--- config.mk ---
export PLATFORM = sky130hd
export DESIGN_NAME = spu_top
export DESIGN_NICKNAME = d
export VERILOG_FILES = /design/src/spu_pkg.sv /design/src/spu_bitgen.sv /design/src/spu_top.sv
export SDC_FILE = /design/constraint.sdc
export NUM_CORES = 1
export LEC_CHECK = 0
export BUFFER_PORTS_ARGS = -buffer_cell sky130_fd_sc_hd__buf_2
export CAP_MARGIN = 20
export CORE_UTILIZATION = 30
export DETAILED_ROUTE_END_ITERATION = 7
export PLACE_DENSITY_LB_ADDON = 0.25
export SLEW_MARGIN = 30
export SYNTH_ARGS = -nofsm -noshare
export SYNTH_HDL_FRONTEND = slang
export SYNTH_SLANG_ARGS = --single-unit
--- constraint.sdc ---
create_clock -name CLK -period 7.09 [get_ports CLK]
set_clock_uncertainty 0.15 [all_clocks]
set_input_delay 0.709 -clock CLK [delete_from_list [all_inputs] [get_ports CLK]]
set_output_delay 0.709 -clock CLK [all_outputs]
set_load 0.1 [all_outputs]
--- src/spu_pkg.sv ---
// Purpose: shared constants and encodings of the serial port block
// Assumes: 32-bit classic wishbone, word index = byte address / 4
// Notes:   oversampling runs at sixteen ticks per asynchronous bit
package spu_pkg;

  // ***************************************************************
  // register map, word indices
  // ***************************************************************
  localparam int          ADR_W     = 12;
  localparam int          IDX_W     = 10;
  localparam logic [9:0]  IDX_CTRL  = 10'h098;  // serial_control
  localparam logic [9:0]  IDX_DATA  = 10'h099;  // serial_data_buffer
  localparam logic [9:0]  IDX_PWR   = 10'h09a;  // power_control_register
  localparam logic [9:0]  IDX_ISTAT = 10'h09b;  // sticky event status, read only
  localparam logic [9:0]  IDX_ICLR  = 10'h09c;  // write one to clear, write only
  localparam logic [9:0]  IDX_IEN   = 10'h09d;  // event enable

  // ***************************************************************
  // field positions
  // ***************************************************************
  localparam int CB_SM0 = 7;
  localparam int CB_SM1 = 6;
  localparam int CB_SM2 = 5;
  localparam int CB_REN = 4;
  localparam int CB_TB8 = 3;
  localparam int CB_RB8 = 2;
  localparam int CB_TI  = 1;
  localparam int CB_RI  = 0;
  localparam int PB_DBL = 7;   // mode 2 rate: clock / 32 when set
  localparam int PB_FCS = 6;   // frame_check_select
  localparam int IB_TX  = 0;
  localparam int IB_RX  = 1;
  localparam int IB_FE  = 2;
  localparam int IRQ_W  = 3;

  // ***************************************************************
  // modes and timing
  // ***************************************************************
  typedef enum logic [1:0] {
    SPU_MODE0 = 2'b00,
    SPU_MODE1 = 2'b01,
    SPU_MODE2 = 2'b10,
    SPU_MODE3 = 2'b11
  } spu_mode_t;

  localparam logic [2:0] M0_HALF_SLOW = 3'h6;  // half of clock / 12
  localparam logic [2:0] M0_HALF_FAST = 3'h2;  // half of clock / 4
  localparam logic [2:0] M2_SUB_SLOW  = 3'h4;  // clock / 64 over 16 ticks
  localparam logic [2:0] M2_SUB_FAST  = 3'h2;  // clock / 32 over 16 ticks
  localparam logic [3:0] OVS_MID      = 4'h7;
  localparam logic [3:0] OVS_LAST     = 4'hf;
  localparam logic [3:0] TX_BITS_10   = 4'ha;
  localparam logic [3:0] TX_BITS_11   = 4'hb;
  localparam logic [3:0] RX_BITS_M1   = 4'h9;  // data plus stop
  localparam logic [3:0] RX_BITS_M23  = 4'ha;  // data, ninth, stop
  localparam logic [3:0] M0_BITS      = 4'h8;
  localparam logic       LINE_IDLE    = 1'b1;

  typedef enum logic [1:0] {
    TX_IDLE  = 2'b00,
    TX_ASYNC = 2'b01,
    TX_SYNC  = 2'b10
  } spu_tx_t;

  typedef enum logic [1:0] {
    RX_IDLE  = 2'b00,
    RX_START = 2'b01,
    RX_DATA  = 2'b10,
    RX_SYNC  = 2'b11
  } spu_rx_t;

endpackage

--- src/spu_bitgen.sv ---
// Purpose: tick generator for the serial port
// Assumes: timer overflow arrives as a one-cycle pulse
// Notes:   mode 0 ticks each half shift clock, others sixteen per bit
`timescale 1ns/100ps
module spu_bitgen (
  input  wire logic        clk,       // oscillator clock
  input  wire logic        reset,     // sync, active high
  input  wire logic [1:0]  mode,      // current serial mode
  input  wire logic        fast,      // mode 0 rate select
  input  wire logic        dbl,       // mode 2 rate select
  input  wire logic        tmr_ovf,   // timer overflow pulse
  output logic             tick       // one-cycle tick
);

  typedef struct packed {
    logic [2:0] cnt;
    logic       tick;
  } spu_bg_t;

  spu_bg_t     st_r;
  spu_bg_t     st_nxt;
  logic [2:0]  lim;

  // ***************************************************************
  // divider
  // ***************************************************************
  // pick the divide ratio, then count up to it for a tick
  always_comb begin
    st_nxt      = st_r;
    st_nxt.tick = 1'b0;
    lim = (spu_pkg::spu_mode_t'(mode) == spu_pkg::SPU_MODE0)
        ? (fast ? spu_pkg::M0_HALF_FAST : spu_pkg::M0_HALF_SLOW)   // [RQ6]
        : (dbl ? spu_pkg::M2_SUB_FAST : spu_pkg::M2_SUB_SLOW);
    unique case (spu_pkg::spu_mode_t'(mode))
      spu_pkg::SPU_MODE1, spu_pkg::SPU_MODE3: begin
        st_nxt.tick = tmr_ovf;   // variable rate from the timer [RQ14]
        st_nxt.cnt  = '0;
      end
      spu_pkg::SPU_MODE0, spu_pkg::SPU_MODE2: begin
        if (st_r.cnt >= lim - 3'h1) begin
          st_nxt.cnt  = '0;
          st_nxt.tick = 1'b1;
        end else begin
          st_nxt.cnt = st_r.cnt + 3'h1;
        end
      end
    endcase
  end

  // state register
  always_ff @(posedge clk) begin
    if (reset) begin
      st_r <= '0;
    end else begin
      st_r <= st_nxt;
    end
  end

  assign tick = st_r.tick;

endmodule

--- src/spu_top.sv ---
// Purpose: full-duplex serial port with wishbone register access
// Assumes: pins synchronous to CLK, CLK is the oscillator clock
// Notes:   a data write while the transmitter is busy is dropped
`timescale 1ns/100ps
// Operation
// RQ1: power-control bit picks mode bit or error flag at control bit 7
// RQ2: a bad stop bit sets the framing error flag until software clears it
// RQ3: modes: sync 8-bit, async 10-bit, async 11-bit fixed or variable rate
// RQ4: modes 2, 3 with filter set drop frames with ninth bit 0
// RQ5: mode 1 with filter set drops frames with a bad stop bit
// RQ6: mode 0 shift clock is clock / 12, or clock / 4 with filter set
// RQ7: reception only while receive enable is 1
// RQ8: modes 2, 3 send the software ninth bit as ninth frame bit
// RQ9: received ninth bit: bit 9 in modes 2, 3, stop bit in mode 1
// RQ10: transmit done: after bit 8 in mode 0, at stop start otherwise
// RQ11: receive done: after bit 8 in mode 0, mid stop bit otherwise
// RQ12: data reads return the receive register, writes load the transmit buffer
// RQ13: a data write starts a frame, lsb first
// RQ14: modes 1, 3 take bit rate from the timer overflow pulse
module spu_top #(
  parameter int DW = 32
) (
  input  wire logic                     CLK,        // oscillator clock
  input  wire logic                     RESET,      // sync, active high
  input  wire logic                     CYC_I,      // wishbone cycle
  input  wire logic                     STB_I,      // wishbone strobe
  input  wire logic                     WE_I,       // write enable
  input  wire logic [spu_pkg::ADR_W-1:0] ADR_I,     // byte address
  input  wire logic [DW-1:0]            DAT_I,      // write data
  input  wire logic [DW/8-1:0]          SEL_I,      // byte selects
  output logic      [DW-1:0]            DAT_O,      // read data
  output logic                          ACK_O,      // acknowledge
  input  wire logic                     TIMER_OVF,  // rate pulse
  output logic                          TXD,        // serial out / shift clock
  input  wire logic                     RXD_I,      // serial data in
  output logic                          RXD_O,      // mode 0 data out
  output logic                          RXD_OE_N,   // low while driving
  output logic                          IRQ         // level interrupt
);

  typedef struct packed {
    logic                     sm0;
    logic                     sm1;
    logic                     sm2;
    logic                     ren;
    logic                     tb8;
    logic                     rb8;
    logic                     ti;
    logic                     ri;
    logic                     fe;
    logic                     fcs;
    logic                     dbl;
    logic [7:0]               rxbuf;
    logic                     ack;
    logic [DW-1:0]            dato;
    logic [spu_pkg::IRQ_W-1:0] istat;
    logic [spu_pkg::IRQ_W-1:0] ien;
    logic                     irq;
    logic                     txd;
    logic                     rxd_o;
    logic                     rxd_oe_n;
    logic                     rxd_prev;
    logic                     ph;
    spu_pkg::spu_tx_t         tx_st;
    logic [10:0]              tx_sh;
    logic [3:0]               tx_cnt;
    logic [3:0]               tx_sub;
    spu_pkg::spu_rx_t         rx_st;
    logic [9:0]               rx_sh;
    logic [3:0]               rx_cnt;
    logic [3:0]               rx_sub;
  } spu_state_t;

  spu_state_t         st_r;
  spu_state_t         st_nxt;
  logic               tick;
  spu_pkg::spu_mode_t mode;

  // ***************************************************************
  // helpers
  // ***************************************************************
  // word index from a byte address, used by read and write decode
  function automatic logic [spu_pkg::IDX_W-1:0] word_idx(input logic [spu_pkg::ADR_W-1:0] a);
    return a[spu_pkg::ADR_W-1:2];
  endfunction

  // software view of the control register
  function automatic logic [7:0] ctrl_view(input spu_state_t s);
    logic b7;
    b7 = s.fcs ? s.fe : s.sm0;   // [RQ1]
    return {b7, s.sm1, s.sm2, s.ren, s.tb8, s.rb8, s.ti, s.ri};
  endfunction

  assign mode = spu_pkg::spu_mode_t'({st_r.sm0, st_r.sm1});   // [RQ3]

  // ***************************************************************
  // tick generator
  // ***************************************************************
  spu_bitgen u_bitgen (
    .clk     (CLK),
    .reset   (RESET),
    .mode    (mode),
    .fast    (st_r.sm2),
    .dbl     (st_r.dbl),
    .tmr_ovf (TIMER_OVF),
    .tick    (tick)
  );

  // ***************************************************************
  // next state
  // ***************************************************************
  // bus writes first, hardware sets afterwards so a set always wins
  always_comb begin
    logic                      wr;
    logic [spu_pkg::IDX_W-1:0] idx;
    logic [7:0]                rdv;
    logic [7:0]                wd;
    logic [spu_pkg::IRQ_W-1:0] ev;
    logic [spu_pkg::IRQ_W-1:0] clr;
    logic                      tx_go;
    logic                      m23;
    logic [9:0]                nsh;
    logic                      stop;
    logic                      ninth;
    logic [7:0]                rdat;
    logic                      take;
    wr    = 1'b0;
    idx   = '0;
    rdv   = '0;
    wd    = '0;
    ev    = '0;
    clr   = '0;
    tx_go = 1'b0;
    m23   = 1'b0;
    nsh   = '0;
    stop  = 1'b0;
    ninth = 1'b0;
    rdat  = '0;
    take  = 1'b0;
    st_nxt = st_r;
    idx = word_idx(ADR_I);
    wd  = DAT_I[7:0];
    m23 = (mode == spu_pkg::SPU_MODE2) || (mode == spu_pkg::SPU_MODE3);

    // one wait state: ack rises the cycle after the strobe, read data with it
    st_nxt.ack = CYC_I & STB_I & ~st_r.ack;
    wr = CYC_I & STB_I & st_r.ack & WE_I & SEL_I[0];
    unique case (idx)
      spu_pkg::IDX_CTRL:  rdv = ctrl_view(st_r);
      spu_pkg::IDX_DATA:  rdv = st_r.rxbuf;   // reads see the receive side [RQ12]
      spu_pkg::IDX_PWR:   rdv = {st_r.dbl, st_r.fcs, 6'h00};
      spu_pkg::IDX_ISTAT: rdv = {{(8-spu_pkg::IRQ_W){1'b0}}, st_r.istat};
      spu_pkg::IDX_IEN:   rdv = {{(8-spu_pkg::IRQ_W){1'b0}}, st_r.ien};
      default:            rdv = '0;   // unmapped and write-only read as zero
    endcase
    if (st_nxt.ack) begin
      st_nxt.dato = {{(DW-8){1'b0}}, rdv};
    end

    // register writes
    if (wr) begin
      unique case (idx)
        spu_pkg::IDX_CTRL: begin
          if (st_r.fcs) begin
            st_nxt.fe = wd[spu_pkg::CB_SM0];   // software clears the flag [RQ2]
          end else begin
            st_nxt.sm0 = wd[spu_pkg::CB_SM0];   // [RQ1]
          end
          st_nxt.sm1 = wd[spu_pkg::CB_SM1];
          st_nxt.sm2 = wd[spu_pkg::CB_SM2];
          st_nxt.ren = wd[spu_pkg::CB_REN];
          st_nxt.tb8 = wd[spu_pkg::CB_TB8];
          st_nxt.rb8 = wd[spu_pkg::CB_RB8];
          st_nxt.ti  = wd[spu_pkg::CB_TI];   // [RQ10]
          st_nxt.ri  = wd[spu_pkg::CB_RI];   // [RQ11]
        end
        spu_pkg::IDX_DATA: tx_go = (st_r.tx_st == spu_pkg::TX_IDLE)
                                 && (st_r.rx_st != spu_pkg::RX_SYNC);   // [RQ12]
        spu_pkg::IDX_PWR: begin
          st_nxt.dbl = wd[spu_pkg::PB_DBL];
          st_nxt.fcs = wd[spu_pkg::PB_FCS];   // [RQ1]
        end
        spu_pkg::IDX_ICLR: clr = wd[spu_pkg::IRQ_W-1:0];
        spu_pkg::IDX_IEN:  st_nxt.ien = wd[spu_pkg::IRQ_W-1:0];
        default: ;
      endcase
    end

    // ***************************************************************
    // transmitter
    // ***************************************************************
    // shift register drains low bit first, ones fill from the top
    unique case (st_r.tx_st)
      spu_pkg::TX_IDLE: begin
        if (tx_go && mode == spu_pkg::SPU_MODE0) begin
          st_nxt.tx_sh  = {3'b111, wd};   // [RQ13]
          st_nxt.tx_cnt = spu_pkg::M0_BITS;
          st_nxt.ph     = 1'b0;
          st_nxt.tx_st  = spu_pkg::TX_SYNC;
        end else if (tx_go) begin
          // start bit leaves at once, ninth bit from software [RQ8]
          st_nxt.tx_sh  = {1'b1, (m23 ? st_r.tb8 : 1'b1), wd, 1'b0};   // [RQ13]
          st_nxt.tx_cnt = m23 ? spu_pkg::TX_BITS_11 : spu_pkg::TX_BITS_10;   // [RQ3]
          st_nxt.tx_sub = '0;
          st_nxt.txd    = 1'b0;
          st_nxt.tx_st  = spu_pkg::TX_ASYNC;
        end
      end
      spu_pkg::TX_ASYNC: begin
        if (tick && st_r.tx_sub == spu_pkg::OVS_LAST) begin
          st_nxt.tx_sub = '0;
          if (st_r.tx_cnt == 4'h1) begin
            st_nxt.txd   = spu_pkg::LINE_IDLE;
            st_nxt.tx_st = spu_pkg::TX_IDLE;
          end else begin
            st_nxt.tx_sh  = {1'b1, st_r.tx_sh[10:1]};
            st_nxt.txd    = st_r.tx_sh[1];
            st_nxt.tx_cnt = st_r.tx_cnt - 4'h1;
            if (st_r.tx_cnt == 4'h2) begin
              ev[spu_pkg::IB_TX] = 1'b1;   // stop bit begins [RQ10]
            end
          end
        end else if (tick) begin
          st_nxt.tx_sub = st_r.tx_sub + 4'h1;
        end
      end
      spu_pkg::TX_SYNC: begin
        // data changes with the falling shift clock, peer samples on rise
        if (tick && !st_r.ph) begin
          st_nxt.txd      = 1'b0;
          st_nxt.rxd_o    = st_r.tx_sh[0];
          st_nxt.rxd_oe_n = 1'b0;
          st_nxt.ph       = 1'b1;
        end else if (tick) begin
          st_nxt.txd    = 1'b1;
          st_nxt.tx_sh  = {1'b1, st_r.tx_sh[10:1]};
          st_nxt.ph     = 1'b0;
          st_nxt.tx_cnt = st_r.tx_cnt - 4'h1;
          if (st_r.tx_cnt == 4'h1) begin
            ev[spu_pkg::IB_TX] = 1'b1;   // end of bit 8 [RQ10]
            st_nxt.rxd_oe_n    = 1'b1;
            st_nxt.tx_st       = spu_pkg::TX_IDLE;
          end
        end
      end
      default: st_nxt.tx_st = spu_pkg::TX_IDLE;
    endcase

    // ***************************************************************
    // receiver
    // ***************************************************************
    // single sample at mid bit; no majority vote, so noise is not filtered
    st_nxt.rxd_prev = RXD_I;
    unique case (st_r.rx_st)
      spu_pkg::RX_IDLE: begin
        if (st_r.ren && mode == spu_pkg::SPU_MODE0 && !st_r.ri
            && st_r.tx_st == spu_pkg::TX_IDLE && !tx_go) begin   // [RQ7]
          st_nxt.rx_cnt = spu_pkg::M0_BITS;
          st_nxt.ph     = 1'b0;
          st_nxt.rx_st  = spu_pkg::RX_SYNC;
        end else if (st_r.ren && mode != spu_pkg::SPU_MODE0
                     && st_r.rxd_prev && !RXD_I) begin   // [RQ7]
          st_nxt.rx_sub = '0;
          st_nxt.rx_st  = spu_pkg::RX_START;
        end
      end
      spu_pkg::RX_START: begin
        if (!st_r.ren) begin
          st_nxt.rx_st = spu_pkg::RX_IDLE;   // [RQ7]
        end else if (tick && st_r.rx_sub == spu_pkg::OVS_MID) begin
          // a start bit gone high by mid bit was a glitch
          st_nxt.rx_sub = '0;
          st_nxt.rx_cnt = m23 ? spu_pkg::RX_BITS_M23 : spu_pkg::RX_BITS_M1;
          st_nxt.rx_st  = RXD_I ? spu_pkg::RX_IDLE : spu_pkg::RX_DATA;
        end else if (tick) begin
          st_nxt.rx_sub = st_r.rx_sub + 4'h1;
        end
      end
      spu_pkg::RX_DATA: begin
        if (!st_r.ren) begin
          st_nxt.rx_st = spu_pkg::RX_IDLE;   // [RQ7]
        end else if (tick && st_r.rx_sub == spu_pkg::OVS_LAST) begin
          nsh = {RXD_I, st_r.rx_sh[9:1]};
          st_nxt.rx_sub = '0;
          st_nxt.rx_sh  = nsh;
          st_nxt.rx_cnt = st_r.rx_cnt - 4'h1;
          if (st_r.rx_cnt == 4'h1) begin
            // this sample is the middle of the stop bit [RQ11]
            stop  = nsh[9];
            ninth = m23 ? nsh[8] : nsh[9];   // [RQ9]
            rdat  = m23 ? nsh[7:0] : nsh[8:1];
            take  = !st_r.ri && (!st_r.sm2 || (m23 ? ninth : stop));   // [RQ4] [RQ5]
            if (!stop) begin
              st_nxt.fe          = 1'b1;   // [RQ2]
              ev[spu_pkg::IB_FE] = 1'b1;
            end
            if (take) begin
              st_nxt.rxbuf       = rdat;
              st_nxt.rb8         = ninth;   // [RQ9]
              st_nxt.ri          = 1'b1;   // [RQ11]
              ev[spu_pkg::IB_RX] = 1'b1;
            end
            st_nxt.rx_st = spu_pkg::RX_IDLE;
          end
        end else if (tick) begin
          st_nxt.rx_sub = st_r.rx_sub + 4'h1;
        end
      end
      spu_pkg::RX_SYNC: begin
        // device drives the shift clock, samples on its rising edge
        if (!st_r.ren) begin
          st_nxt.txd   = 1'b1;
          st_nxt.rx_st = spu_pkg::RX_IDLE;   // [RQ7]
        end else if (tick && !st_r.ph) begin
          st_nxt.txd = 1'b0;
          st_nxt.ph  = 1'b1;
        end else if (tick) begin
          st_nxt.txd    = 1'b1;
          st_nxt.ph     = 1'b0;
          st_nxt.rx_sh  = {RXD_I, st_r.rx_sh[9:1]};
          st_nxt.rx_cnt = st_r.rx_cnt - 4'h1;
          if (st_r.rx_cnt == 4'h1) begin
            st_nxt.rxbuf       = {RXD_I, st_r.rx_sh[9:3]};
            st_nxt.ri          = 1'b1;   // end of bit 8 [RQ11]
            ev[spu_pkg::IB_RX] = 1'b1;
            st_nxt.rx_st       = spu_pkg::RX_IDLE;
          end
        end
      end
    endcase

    // ***************************************************************
    // flags and interrupt
    // ***************************************************************
    // an event in the clearing cycle stays set
    if (ev[spu_pkg::IB_TX]) begin
      st_nxt.ti = 1'b1;   // [RQ10]
    end
    st_nxt.istat = (st_r.istat & ~clr) | ev;
    st_nxt.irq   = |(st_nxt.istat & st_nxt.ien);
  end

  // ***************************************************************
  // state register
  // ***************************************************************
  // idle line high and data pin released out of reset
  always_ff @(posedge CLK) begin
    if (RESET) begin
      st_r          <= '0;
      st_r.txd      <= spu_pkg::LINE_IDLE;
      st_r.rxd_o    <= spu_pkg::LINE_IDLE;
      st_r.rxd_oe_n <= 1'b1;
      st_r.rxd_prev <= spu_pkg::LINE_IDLE;
    end else begin
      st_r <= st_nxt;
    end
  end

  assign DAT_O    = st_r.dato;
  assign ACK_O    = st_r.ack;
  assign TXD      = st_r.txd;
  assign RXD_O    = st_r.rxd_o;
  assign RXD_OE_N = st_r.rxd_oe_n;
  assign IRQ      = st_r.irq;

endmodule

==> results.rst, run 1 <==
.. list-table::
   :header-rows: 1

   * - Metric
     - Value
   * - Total power of the final layout
     - ~1100 uW
   * - Final setup violation count
     - 0
   * - Quantity of gates resized following cts
     - 0
   * - Via count normalized by instance count
     - 5.12
   * - Fraction of the mapped netlist area in simple logic gates
     - a little over a fifth
   * - Maximum level of the CTS H-tree
     - 3
   * - Startpoint type of the worst setup path
     - register
   * - Starting Density
     - 30.7%
   * - Height of the die
     - between 100 and 150 um
   * - Total length of routed wires
     - between 10000 and 15000 um
   * - Data required time of the worst path
     - 7.13 ns
   * - Worst Setup Slack, final
     - ~4 ns
   * - DRC violation total after the first TritonRoute iteration
     - 186
   * - Total routing usage reported by global routing
     - ~15%
   * - Initial DRT Pass Iterations
     - 5
   * - Number of cells on the worst reg-to-reg path
     - 6
   * - Count of boundary I/O pins
     - 92
   * - CP peak stage delay
     - roughly 0.60 ns
   * - Relative contribution of combinational cells to total power
     - around a tenth
   * - Hold Path Class
     - register to register
   * - Worst setup slack for register-to-register paths
     - slightly below 4 ns
   * - Wire length per cell after detailed routing
     - around 15 um
   * - Cell types with the largest area share after synthesis
     - dfxtp_1 (33%), mux2i_1 (9.1%), buf_4 (4.9%), nand2_1 (4.9%), ha_1 (4.7%)
   * - Cell area power density
     - between 150 and 200 nW/um2
   * - Worst Setup End Kind
     - register
   * - Unrepaired setup endpoints after global routing
     - false
   * - Leading cell type in the layout, fill and taps excluded
     - dfxtp_1
   * - Slew Limit Fails
     - 0
   * - Clock tree sinks
     - 84
   * - First-pass GRT wire length
     - ~21000 um
   * - Switching part of the total power
     - 27.8%
   * - Worst slew slack as a fraction of its limit
     - a little over two fifths
   * - Latest clock arrival within the worst-skew pair
     - about 0.35 ns
   * - Worst hold endpoint
     - u_bitgen.st_r[1]
   * - Post-synthesis cell area
     - a little over 5000 um2
   * - Period minus WS final
     - 3.12 ns
   * - DRC violation count after routing
     - 0
   * - Crit path kind
     - register to register
   * - Count of state elements after synthesis
     - 84
   * - Post-synthesis instance total
     - 610
   * - Routability-driven placement congestion ratio
     - about 0.82
   * - Standby leakage power
     - around 0.0021 uW
   * - Share of cell area taken by muxes after synthesis
     - between 10% and 20%
   * - Maximum vdd ir drop
     - ~0.10 mV
   * - DP HPWL
     - between 9000 and 10000 um
   * - Average cell area after synthesis
     - a little over 8 um2
   * - Fraction of the cycle the final worst path needs
     - 44.1%
   * - Cell with the largest stage delay on the worst path
     - nor3_4
   * - Yosys warns
     - 0
   * - Hold Crit Depth
     - 1
   * - Worst-case clock buffer depth
     - 2
   * - Endpoint of the worst-slack reg-to-reg timing path
     - st_r[34]
   * - Switching power total
     - approximately 300 uW
   * - Pin count of the biggest net entering global routing
     - between 70 and 80
   * - Clock-pin slew on the worst setup and hold paths
     - approximately 0.070 ns
   * - N_diodes
     - 0
   * - Top-area cell type share of the netlist area
     - between 30% and 40%
   * - Total gr overflow
     - 0
   * - Hold path startpoint
     - u_bitgen.st_r[1]
   * - Synth Area in Compound Gates
     - a little over a fifth
   * - Adder-cell share of the synthesized area
     - under 10%
   * - Growth of design area from synthesis to finish
     - 9.39%
   * - Largest fanout on the critical path
     - 24
   * - WP data arrival
     - between 3 and 4 ns
   * - PortBufs
     - 38
   * - Fraction of layout cells with a size suffix above 1
     - between 10% and 20%
   * - Clock buffer count from CTS
     - 9
   * - Chip Width
     - between 100 and 150 um
   * - # Post-CTS Setup Buffers
     - 0
   * - Clock tree from TritonCTS
     - yes
   * - Peak clock frequency supported by timing
     - around 0.32 GHz
   * - Final-layout setup total negative slack
     - 0 ns
   * - Number of enable flip-flop cells after synthesis
     - 0
   * - Number of distinct library cells after synthesis
     - 70
   * - Ys flop type
     - dfxtp_1
   * - Number of hold violations in the final report
     - 0
   * - Clk root buf
     - clkbuf_16
   * - Placeable Area
     - roughly 17000 um2
   * - Via count of the first global-routing pass
     - between 4000 and 5000
   * - Result of the run
     - complete, no violations
   * - Portion of total power attributed to the clock network
     - between 40% and 50%
   * - Largest family of logic cells by synthesized area
     - simple AND/OR/NAND/NOR gates
   * - Cell type contributing the most total cell area after synthesis
     - dfxtp_1
   * - Post-place setup slack
     - ~3.7 ns
   * - Asr flop ratio synth
     - 0%
   * - Fill cell total of the finished layout
     - 1709
   * - Reg-to-reg startpoint
     - st_r[18]
   * - Placement Rows
     - between 40 and 50
   * - Fraction of synthesized cell area in xor and xnor cells
     - less than 1%
   * - Hold_ws
     - 0.307 ns
   * - Total of max-cap violations
     - 0
   * - Die Footprint
     - about 17000 um2
   * - Slew at the pin closest to its max-slew limit
     - about 0.87 ns
   * - Sequential element share of the synthesized area
     - about a third
   * - Chain of cells forming the critical path
     - ha_1, nor3b_1, or4b_4, nor3_4, mux2i_1, a311oi_2
   * - Antenna violations before repair
     - 0
   * - Post-route antenna net violation count
     - 0
   * - Number of buffers inserted for hold repair after clock tree synthesis
     - 0
   * - Via count
     - about 4300
   * - Total Nets Final
     - just under 700
   * - Most frequent cells in the layout
     - dfxtp_1 (84), nand2_1 (66), nor2_1 (54)
   * - Proportion of power drawn by flip-flops and latches
     - approximately 44%
   * - Internal Pwr Total
     - 775 uW
-- critical path: cells and delay by family, from the launching register on --
family                   cells  cell delay, ns
AND/OR/NAND/NOR              3            1.51
adder cells (fa/ha/maj)      1            0.49
flip-flops                   1            0.36
multiplexers                 1            0.31
AO/OA/AOI/OAI                1            0.13
-- how the worst max path moves through the flow --
stage | endpoint | start | depth (start not counted)
final | st_r[34] | st_r[18] | 6
after detailed placement | st_r[34] | ADR_I[7] | 6
after global routing | st_r[34] | st_r[18] | 6
after CTS | st_r[34] | st_r[18] | 6
after global placement | st_r[35] | ADR_I[7] | 6
after floorplan | st_r[20] | ADR_I[7] | 6
-- metal layers --
layer / share of wire (%) / routed length, um / GRT usage [%] / vias to the layer above
met5: 0 / 0 / 0 / -
met4: 1.7 / 212 / 6.33 / 0
met3: 3.8 / 481 / 2.35 / 12
met2: 45 / 5650 / 23.5 / 123
met1: 50 / 6290 / 20.5 / 2013
li1: - / - / - / 2154
-- through the flow --
step / utilization, % / cells / area, um2
2_1_floorplan: - / 633 / 5160
6_report: 33.6 / 840 / 5550
3_5_place_dp: 31.7 / 824 / 5240
3_3_place_gp: 31.7 / 824 / 5240
4_1_cts: 33.6 / 840 / 5550
5_1_grt: 33.6 / 840 / 5550
-- cell families (layout without fill, tap and decap cells) --
logic type | after synthesis | in the layout
compound gates | 149 | 149
xor+xnor | 2 | 2
fa+ha+maj | 19 | 19
buf+inv | 92 | 79
flops | 84 | 84
mux | 51 | 51
other cells | 1 | 24
simple gates | 212 | 212
-- flip-flops by register name (all words and copies together) (netlist names) --
register and flops:
ACK_O 1, DAT_O 8, IRQ 1, RXD_O 1, RXD_OE_N 1, TXD 1, mode 2, st_r 65
u_bitgen.st_r 3, u_bitgen.tick 1
-- cell usage after synthesis, types with 8 or more instances --
| cell type | count |
|---|---|
| a21oi_1 | 38 |
| a22oi_1 | 8 |
| buf_4 | 33 |
| clkbuf_1 | 27 |
| dfxtp_1 | 84 |
| ha_1 | 19 |
| inv_1 | 23 |
| mux2i_1 | 46 |
| nand2_1 | 66 |
| nand3_1 | 16 |
| nand4_1 | 9 |
| nor2_1 | 54 |
| nor3_1 | 8 |
| o21ai_0 | 30 |
-- final cells by class --
| class | count | area, um2 | share of cell area (%) |
|---|---|---|---|
| clock buffers | 10 | 239 | 4.30 |
| clock inverters | 6 | 71.3 | 1.28 |
| inverters | 23 | 86.3 | 1.56 |
| multi-input cells | 457 | 2990 | 53.9 |
| flip-flops and latches | 84 | 1680 | 30.3 |
| well taps | 220 | 275 | 4.96 |
| repair buffers | 40 | 205 | 3.70 |
-- power by group through the flow --
| stage | Combinational [uW] | Sequential, uW | Clock (uW) |
|---|---|---|---|
| after global placement | 98.1 | 487 | 0 |
| after global routing | 105 | 477 | 523 |
| after detailed placement | 99.3 | 487 | 0 |
| final | 99.3 | 476 | 496 |
| after CTS | 99.4 | 476 | 505 |
| after floorplan | 91.0 | 488 | 0 |
Note: power is estimated with default switching activity, not from simulation.
==> run 2, diff against run 1 <==
--- a/config.mk
+++ b/config.mk
@@ -5,6 +5,7 @@
 export SDC_FILE = /design/constraint.sdc
 export NUM_CORES = 1
 export LEC_CHECK = 0
+export ABC_AREA = 1
 export BUFFER_PORTS_ARGS = -buffer_cell sky130_fd_sc_hd__buf_2
 export CAP_MARGIN = 20
 export CORE_UTILIZATION = 30
==> constraint.sdc (replaced) <==
create_clock -name CLK -period 2.6 [get_ports CLK]
set_clock_uncertainty 0.15 [all_clocks]
set_input_delay 0.26 -clock CLK [delete_from_list [all_inputs] [get_ports CLK]]
set_output_delay 0.26 -clock CLK [all_outputs]
set_load 0.1 [all_outputs]
==> run 2 against run 1 <==
Net effect: power increased to 3.8 times the previous value; critical path depth increased by 4; sequential share of layout area decreased by 1.2 points; critical endpoint is now st_r[29]; largest cell class unchanged; largest power group is now sequential cells.
==> results.rst, run 2 <==
.. list-table::
   :header-rows: 1

   * - Metric
     - Value
   * - Result of the run
     - complete, no violations (unchanged)
   * - Largest fanout on the critical path
     - 18 (was 24)
   * - Post-synthesis instance total
     - 785 (was 610)
   * - Family with the most delay on the worst path
     - simple AND/OR/NAND/NOR gates (unchanged)
   * - Switching power total
     - 1420 uW (was 298 uW)
   * - Count of state elements after synthesis
     - 84 (unchanged)
   * - Growth of design area from synthesis to finish
     - 12.7% (was 9.39%)
   * - Relative contribution of combinational cells to total power
     - 28.7% (was 9.3%)
   * - Pin count of the biggest net entering global routing
     - 35 (was 77)
   * - Post-synthesis cell area
     - 5130 um2 (was 5070 um2)
   * - Latest clock arrival within the worst-skew pair
     - 0.35 ns (about the same)
   * - Final setup violation count
     - 0 (unchanged)
   * - Slew Limit Fails
     - 0 (unchanged)
   * - Switching part of the total power
     - 35.0% (was 27.8%)
   * - Highest layer used for signal routing
     - met4 (unchanged)
   * - Die Footprint
     - 17600 um2 (was 17400 um2)
   * - Asr flop ratio synth
     - 0% (unchanged)
   * - Yosys warns
     - 0 (unchanged)
   * - Post-route antenna net violation count
     - 0 (unchanged)
   * - Hold_ws
     - 0.0763 ns (was 0.307 ns)
   * - Total routing usage reported by global routing
     - 16.0% (was 15.0%)
   * - Most common cell in the synthesized netlist
     - nand2_1 (was dfxtp_1)
   * - Clock tree from TritonCTS
     - yes (unchanged)
   * - Cell area power density
     - 700 nW/um2 (was 193 nW/um2)
   * - Quantity of gates resized following cts
     - 0 (unchanged)
   * - DRT met1 WL
     - 6720 um (was 6290 um)
   * - Most flop-heavy register
     - st_r (unchanged)
   * - Via count
     - 4890 (was 4302)
   * - Via count normalized by instance count
     - 4.68 (was 5.12)
   * - Clk root buf
     - clkbuf_16 (unchanged)
   * - Period minus WS final
     - 2.17 ns (was 3.12 ns)
   * - Flip-flop count of the largest register, all copies and words added
     - 65 (unchanged)
   * - Chain of cells forming the critical path
     - ha_1, clkinv_2, nand2_2, nor3_4, buf_4, nand3_4, o21ai_0, nor2_1, nor2_1, nor2_1 (was ha_1, nor3b_1, or4b_4, nor3_4, mux2i_1, a311oi_2)
   * - Fill cell total of the finished layout
     - 1836 (was 1709)
   * - Startpoint type of the worst setup path
     - register (unchanged)
   * - Hold Path Class
     - primary input to register (was register to register)
   * - Routability-driven placement congestion ratio
     - 0.842 (was 0.824)
   * - Cell types with the largest area share after synthesis
     - dfxtp_1 (33%), nand2_1 (16%), a21oi_1 (7.2%), inv_1 (6.1%), o21ai_0 (5.9%) (was dfxtp_1 (33%), mux2i_1 (9.1%), buf_4 (4.9%), nand2_1 (4.9%), ha_1 (4.7%))
   * - Placement Rows
     - 47 (unchanged)
   * - Proportion of power drawn by flip-flops and latches
     - 37.4% (was 44.4%)
   * - Fraction of layout cells with a size suffix above 1
     - 10.4% (was 12.9%)
   * - Chip Width
     - 133 um (was 132 um)
   * - Height of the die
     - 133 um (was 132 um)
   * - Standby leakage power
     - 0.00250 uW (was 0.00206 uW)
   * - Portion of total power attributed to the clock network
     - 34.0% (was 46.3%)
   * - Slew at the pin closest to its max-slew limit
     - 0.501 ns (was 0.865 ns)
   * - Sequential element share of the synthesized area
     - 32.8% (was 33.1%)
   * - Number of buffers inserted for hold repair after clock tree synthesis
     - 0 (unchanged)
   * - Antenna violations before repair
     - 0 (unchanged)
   * - Number of enable flip-flop cells after synthesis
     - 0 (unchanged)
   * - Data required time of the worst path
     - 2.70 ns (was 7.13 ns)
   * - PortBufs
     - 38 (unchanged)
   * - CP most frequent cell
     - nor2_1
   * - WP data arrival
     - 2.27 ns (was 3.16 ns)
   * - Starting Density
     - 30.8% (was 30.7%)
   * - Clock tree sinks
     - 84 (unchanged)
   * - Unrepaired setup endpoints after global routing
     - false (unchanged)
   * - Most frequent cells in the layout
     - nand2_1 (213), dfxtp_1 (84), inv_1 (84) (was dfxtp_1 (84), nand2_1 (66), nor2_1 (54))
   * - Average cell area after synthesis
     - 6.54 um2 (was 8.32 um2)
   * - DRC violation count after routing
     - 0 (unchanged)
   * - Leading cell type in the layout, fill and taps excluded
     - nand2_1 (was dfxtp_1)
   * - Worst slew slack as a fraction of its limit
     - 66.6% (was 42.3%)
   * - Met2 Wirelength
     - 6000 um (was 5650 um)
   * - Cell with the largest stage delay on the worst path
     - dfxtp_1 (was nor3_4)
   * - Cell type contributing the most total cell area after synthesis
     - dfxtp_1 (unchanged)
   * - Initial DRT Pass Iterations
     - 5 (unchanged)
   * - Most common library cells after synthesis
     - nand2_1 (213), dfxtp_1 (84), inv_1 (84) (was dfxtp_1 (84), nand2_1 (66), nor2_1 (54))
   * - Maximum vdd ir drop
     - 0.352 mV (was 0.104 mV)
   * - Final-layout setup total negative slack
     - 0 ns (unchanged)
   * - Ys flop type
     - dfxtp_1 (unchanged)
   * - DRC violation total after the first TritonRoute iteration
     - 308 (was 186)
   * - Crit path kind
     - register to register (unchanged)
   * - Peak clock frequency supported by timing
     - 0.460 GHz (was 0.320 GHz)
   * - Number of distinct library cells after synthesis
     - 41 (was 70)
   * - Met3 routed wirelength
     - 451 um (was 481 um)
   * - Total of max-cap violations
     - 0 (unchanged)
   * - First-pass GRT wire length
     - 22400 um (was 21000 um)
   * - Number of hold violations in the final report
     - 0 (unchanged)
   * - Internal Pwr Total
     - 2630 uW (was 775 uW)
   * - Top-area cell type share of the netlist area
     - 32.8% (was 33.1%)
   * - Maximum level of the CTS H-tree
     - 3 (unchanged)
   * - Count of boundary I/O pins
     - 92 (unchanged)
   * - Worst-case clock buffer depth
     - 2 (unchanged)
   * - DP HPWL
     - 10100 um (was 9020 um)
   * - Fraction of the cycle the final worst path needs
     - 83.5% (was 44.1%)
   * - # Post-CTS Setup Buffers
     - 0 (unchanged)
   * - N_diodes
     - 0 (unchanged)
   * - Placeable Area
     - 16600 um2 (was 16500 um2)
   * - Clock buffer count from CTS
     - 9 (unchanged)
   * - Wire length per cell after detailed routing
     - 12.9 um (was 15.0 um)
   * - WP buf/inv
     - 2 (was 0)
   * - Clock-pin slew on the worst setup and hold paths
     - 0.06 ns (was 0.07 ns)
   * - Total gr overflow
     - 0 (unchanged)
   * - CP peak stage delay
     - 0.34 ns (was 0.60 ns)
   * - Worst Setup End Kind
     - register (unchanged)
   * - Via count of the first global-routing pass
     - 4501 (was 4021)
   * - Total Nets Final
     - 896 (was 689)
   * - Total length of routed wires
     - 13500 um (was 12600 um)
run 2: area by class of cell:
| type | instances | area [um2] | share of cell area, % |
|---|---|---|---|
| multi-input cells | 581 | 2850 | 49.3 |
| flip-flops and latches | 84 | 1680 | 29.1 |
| inverters | 89 | 335 | 5.80 |
| repair buffers | 57 | 333 | 5.76 |
| well taps | 220 | 275 | 4.76 |
| clock buffers | 12 | 246 | 4.26 |
| clock inverters | 2 | 60.1 | 1.04 |
run 2: worst min-delay path: stages:
cell and delay (ns):
buf_2 0.13, inv_1 0.09, nand2_1 0.06
run 2: power by group through the flow:
| stage | combinational, uW | clock [uW] | sequential [uW] |
|---|---|---|---|
| 6_report | 1160 | 1370 | 1510 |
| 5_1_grt | 1330 | 1470 | 1530 |
| 4_1_cts | 1160 | 1410 | 1510 |
| 3_5_place_dp | 1160 | 0 | 1540 |
| 3_3_place_gp | 1160 | 0 | 1540 |
| 2_1_floorplan | 954 | 0 | 1520 |
run 2: cells by family after synthesis:
group	share of synthesized area, %
XOR/XNOR	0.512
buffers and inverters	13.4
AND/OR/NAND/NOR	32.7
flip-flops	32.8
other	0.0731
adder cells (fa/ha/maj)	4.63
AO/OA/AOI/OAI	16.0
run 2: metal layers:
layer	vias up	global-route usage, %
met5	-	0
met3	17	2.76
met2	105	25.6
met4	0	6.64
li1	2578	-
met1	2190	21.1
run 2: final timing paths:
check | end | cells after the start | startpoint | slack (ns)
max | st_r[29] | 10 | st_r[18] | 0.43
min | st_r[42] | 3 | RXD_I | 0.08
max reg2reg | st_r[29] | 10 | st_r[18] | 0.43
min reg2reg | u_bitgen.st_r[1] | 1 | u_bitgen.st_r[1] | 0.30
run 2: metrics by stage:
stage | total power, uW | util (%) | cells | setup slack (ns) | cell area [um2]
floorplan | 2480 | - | 808 | 0.102 | 5220
global placement | 2700 | 32.9 | 1031 | 0.352 | 5480
detailed placement | 2700 | 32.9 | 1031 | 0.343 | 5480
CTS | 4090 | 34.7 | 1045 | 0.428 | 5780
global route | 4330 | 34.7 | 1045 | 0.258 | 5780
finish | 4050 | 34.7 | 1045 | 0.428 | 5780
==> run 3, diff against run 2 <==
==> constraint.sdc (replaced) <==
create_clock -name CLK -period 1.9 [get_ports CLK]
set_clock_uncertainty 0.15 [all_clocks]
set_input_delay 0.19 -clock CLK [delete_from_list [all_inputs] [get_ports CLK]]
set_output_delay 0.19 -clock CLK [all_outputs]
set_load 0.1 [all_outputs]
==> run 3 against run 2 <==
Net effect: via count up 5.6%; first-iteration DRC count grew 0.32%; power up 52%; final area up 14%; die area unchanged; setup slack got worse by 0.37 ns; sequential share of layout area shrank 3.3 points; final cell count grew 6.7%; maximum frequency up 18%.
==> results.rst, run 3 (synthesized netlist as in run 2, its figures left out) <==
.. list-table::
   :header-rows: 1

   * - Metric
     - Value
   * - Fill cell total of the finished layout
     - 1831 (was 1836)
   * - Post-route antenna net violation count
     - 0 (unchanged)
   * - Clock tree from TritonCTS
     - yes (unchanged)
   * - Period minus WS final
     - 1.84 ns (was 2.17 ns)
   * - Hold_ws
     - 0.0224 ns (was 0.0763 ns)
   * - Cell area power density
     - 931 nW/um2 (was 700 nW/um2)
   * - Antenna violations before repair
     - 0 (unchanged)
   * - Pin count of the biggest net entering global routing
     - 52 (was 35)
   * - Starting Density
     - 30.8% (unchanged)
   * - Maximum level of the CTS H-tree
     - 3 (unchanged)
   * - Via count of the first global-routing pass
     - 4697 (was 4501)
   * - Slew Limit Fails
     - 0 (unchanged)
   * - Total routing usage reported by global routing
     - 16.4% (was 16.0%)
   * - Total of max-cap violations
     - 0 (unchanged)
   * - Clk root buf
     - clkbuf_16 (unchanged)
   * - Via count normalized by instance count
     - 4.63 (was 4.68)
   * - Total gr overflow
     - 0 (unchanged)
   * - Switching part of the total power
     - 36.6% (was 35.0%)
   * - DRC violation total after the first TritonRoute iteration
     - 309 (was 308)
   * - Leading cell type in the layout, fill and taps excluded
     - nand2_1 (unchanged)
   * - Via count
     - 5164 (was 4890)
   * - Flip-flop count of the largest register, all copies and words added
     - 65 (unchanged)
   * - Clock tree sinks
     - 84 (unchanged)
   * - Clock buffer count from CTS
     - 9 (unchanged)
   * - Proportion of power drawn by flip-flops and latches
     - 34.2% (was 37.4%)
   * - Portion of total power attributed to the clock network
     - 29.3% (was 34.0%)
   * - DP HPWL
     - 10600 um (was 10100 um)
   * - Final setup violation count
     - 0 (unchanged)
   * - Most frequent cells in the layout
     - nand2_1 (203), inv_1 (77), dfxtp_1 (73), a21oi_1 (73), buf_4 (71) (was nand2_1 (213), dfxtp_1 (84), inv_1 (84))
   * - Largest fanout on the critical path
     - 9 (was 18)
   * - Growth of design area from synthesis to finish
     - 28.9% (was 12.7%)
   * - Worst-case clock buffer depth
     - 2 (unchanged)
   * - Clock-pin slew on the worst setup and hold paths
     - 0.07 ns (was 0.06 ns)
   * - Total power of the final layout
     - 6160 uW (was 4050 uW)
   * - Latest clock arrival within the worst-skew pair
     - 0.36 ns (was 0.35 ns)
   * - Hold Path Class
     - primary input to register (unchanged)
   * - WP data arrival
     - 1.93 ns (was 2.27 ns)
   * - Number of hold violations in the final report
     - 0 (unchanged)
   * - Placement Rows
     - 47 (unchanged)
   * - Result of the run
     - complete, no violations (unchanged)
   * - Placeable Area
     - 16600 um2 (unchanged)
   * - Chip Width
     - 133 um (unchanged)
   * - Switching power total
     - 2260 uW (was 1420 uW)
   * - Maximum vdd ir drop
     - 0.516 mV (was 0.352 mV)
   * - PortBufs
     - 38 (unchanged)
   * - Final-layout setup total negative slack
     - 0 ns (unchanged)
   * - Die Footprint
     - 17600 um2 (unchanged)
   * - Standby leakage power
     - 0.00289 uW (was 0.00250 uW)
   * - Peak clock frequency supported by timing
     - 0.544 GHz (was 0.460 GHz)
   * - Total length of routed wires
     - 14300 um (was 13500 um)
   * - Worst Setup End Kind
     - register (unchanged)
   * - Total Nets Final
     - 964 (was 896)
   * - First-pass GRT wire length
     - 23200 um (was 22400 um)
   * - DRC violation count after routing
     - 0 (unchanged)
   * - Routability-driven placement congestion ratio
     - 0.831 (was 0.842)
   * - Most flop-heavy register
     - st_r (unchanged)
   * - Height of the die
     - 133 um (unchanged)
   * - Initial DRT Pass Iterations
     - 4 (was 5)
   * - Crit path kind
     - register to register (unchanged)
   * - N_diodes
     - 0 (unchanged)
   * - Fraction of the cycle the final worst path needs
     - 96.7% (was 83.5%)
   * - Startpoint type of the worst setup path
     - register (unchanged)
   * - Internal Pwr Total
     - 3900 uW (was 2630 uW)
   * - Count of boundary I/O pins
     - 92 (unchanged)
   * - Fraction of layout cells with a size suffix above 1
     - 23.5% (was 10.4%)
   * - Relative contribution of combinational cells to total power
     - 36.5% (was 28.7%)
   * - Unrepaired setup endpoints after global routing
     - true (was false)
   * - Wire length per cell after detailed routing
     - 12.8 um (was 12.9 um)
   * - Data required time of the worst path
     - 2.00 ns (was 2.70 ns)
==> run 3: timing repair <==
| action | CTS | global route |
|---|---|---|
| buffers inserted | 0 | 6 |
| gates resized for setup | 3 | 78 |
| setup endpoints to repair | 17 | 49 |
| hold buffers | 2 | 0 |
| hold endpoints to repair | 2 | 0 |
| pin swaps | 1 | 11 |
| gates cloned | 0 | 4 |
==> run 3: area by class of cell <==
class / instances / area (um2) / area share [%]
Multi-Input combinational cell: 582 / 3070 / 46.4
Sequential cell: 84 / 1700 / 25.7
Timing Repair Buffer: 124 / 930 / 14.1
Inverter: 89 / 337 / 5.09
Tap cell: 220 / 275 / 4.16
Clock buffer: 11 / 264 / 3.99
Clock inverter: 5 / 40.0 / 0.605
==> run 3: worst max-delay path, cell delays in order, from the launching register on <==
cell and delay (ns):
dfxtp_2 0.35, ha_4 0.16, nand3_4 0.10, nor2_4 0.14
inv_2 0.05, nand2_2 0.11, nand2_4 0.07, nor2_4 0.25
buf_6 0.15, clkbuf_16 0.14, a21oi_1 0.06
==> run 3: power by group through the flow <==
stage | sequential (uW) | combinational [uW] | clock (uW)
2_1_floorplan | 2080 | 1310 | 0
3_3_place_gp | 2100 | 1880 | 0
3_5_place_dp | 2100 | 1870 | 0
4_1_cts | 2070 | 1900 | 1860
5_1_grt | 2140 | 2520 | 1940
6_report | 2100 | 2250 | 1810
==> run 3: stage by stage <==
stage                     cell area [um2]  worst slack [ns]  utilization [%]  cells
after floorplan                      5250          0.000347                -    808
after CTS                            6270           -0.0136             37.7   1105
after global placement               5940           -0.0236             35.7   1087
final                                6620            0.0627             39.8   1115
after detailed placement             5940           -0.0199             35.7   1087
after global routing                 6620           -0.0227             39.8   1115
==> run 3: worst paths after layout <==
path                          from               end  slack, ns  cells past startpoint
setup / recovery           st_r[0]           st_r[9]       0.06                     10
hold / removal            DAT_I[1]          st_r[48]       0.02                      3
setup reg to reg           st_r[0]           st_r[9]       0.06                     10
hold reg to reg   u_bitgen.st_r[1]  u_bitgen.st_r[1]       0.31                      1
==> run 3: routing by layer <==
layer | wire length, um | part of all wire, % | track usage, % | up-vias
li1 | - | - | - | 2736
met1 | 7260 | 51 | 22.7 | 2335
met2 | 6450 | 45 | 25.9 | 77
met3 | 376 | 2.6 | 2.03 | 16
met4 | 232 | 1.6 | 6.07 | 0
met5 | 0 | 0 | 0 | -
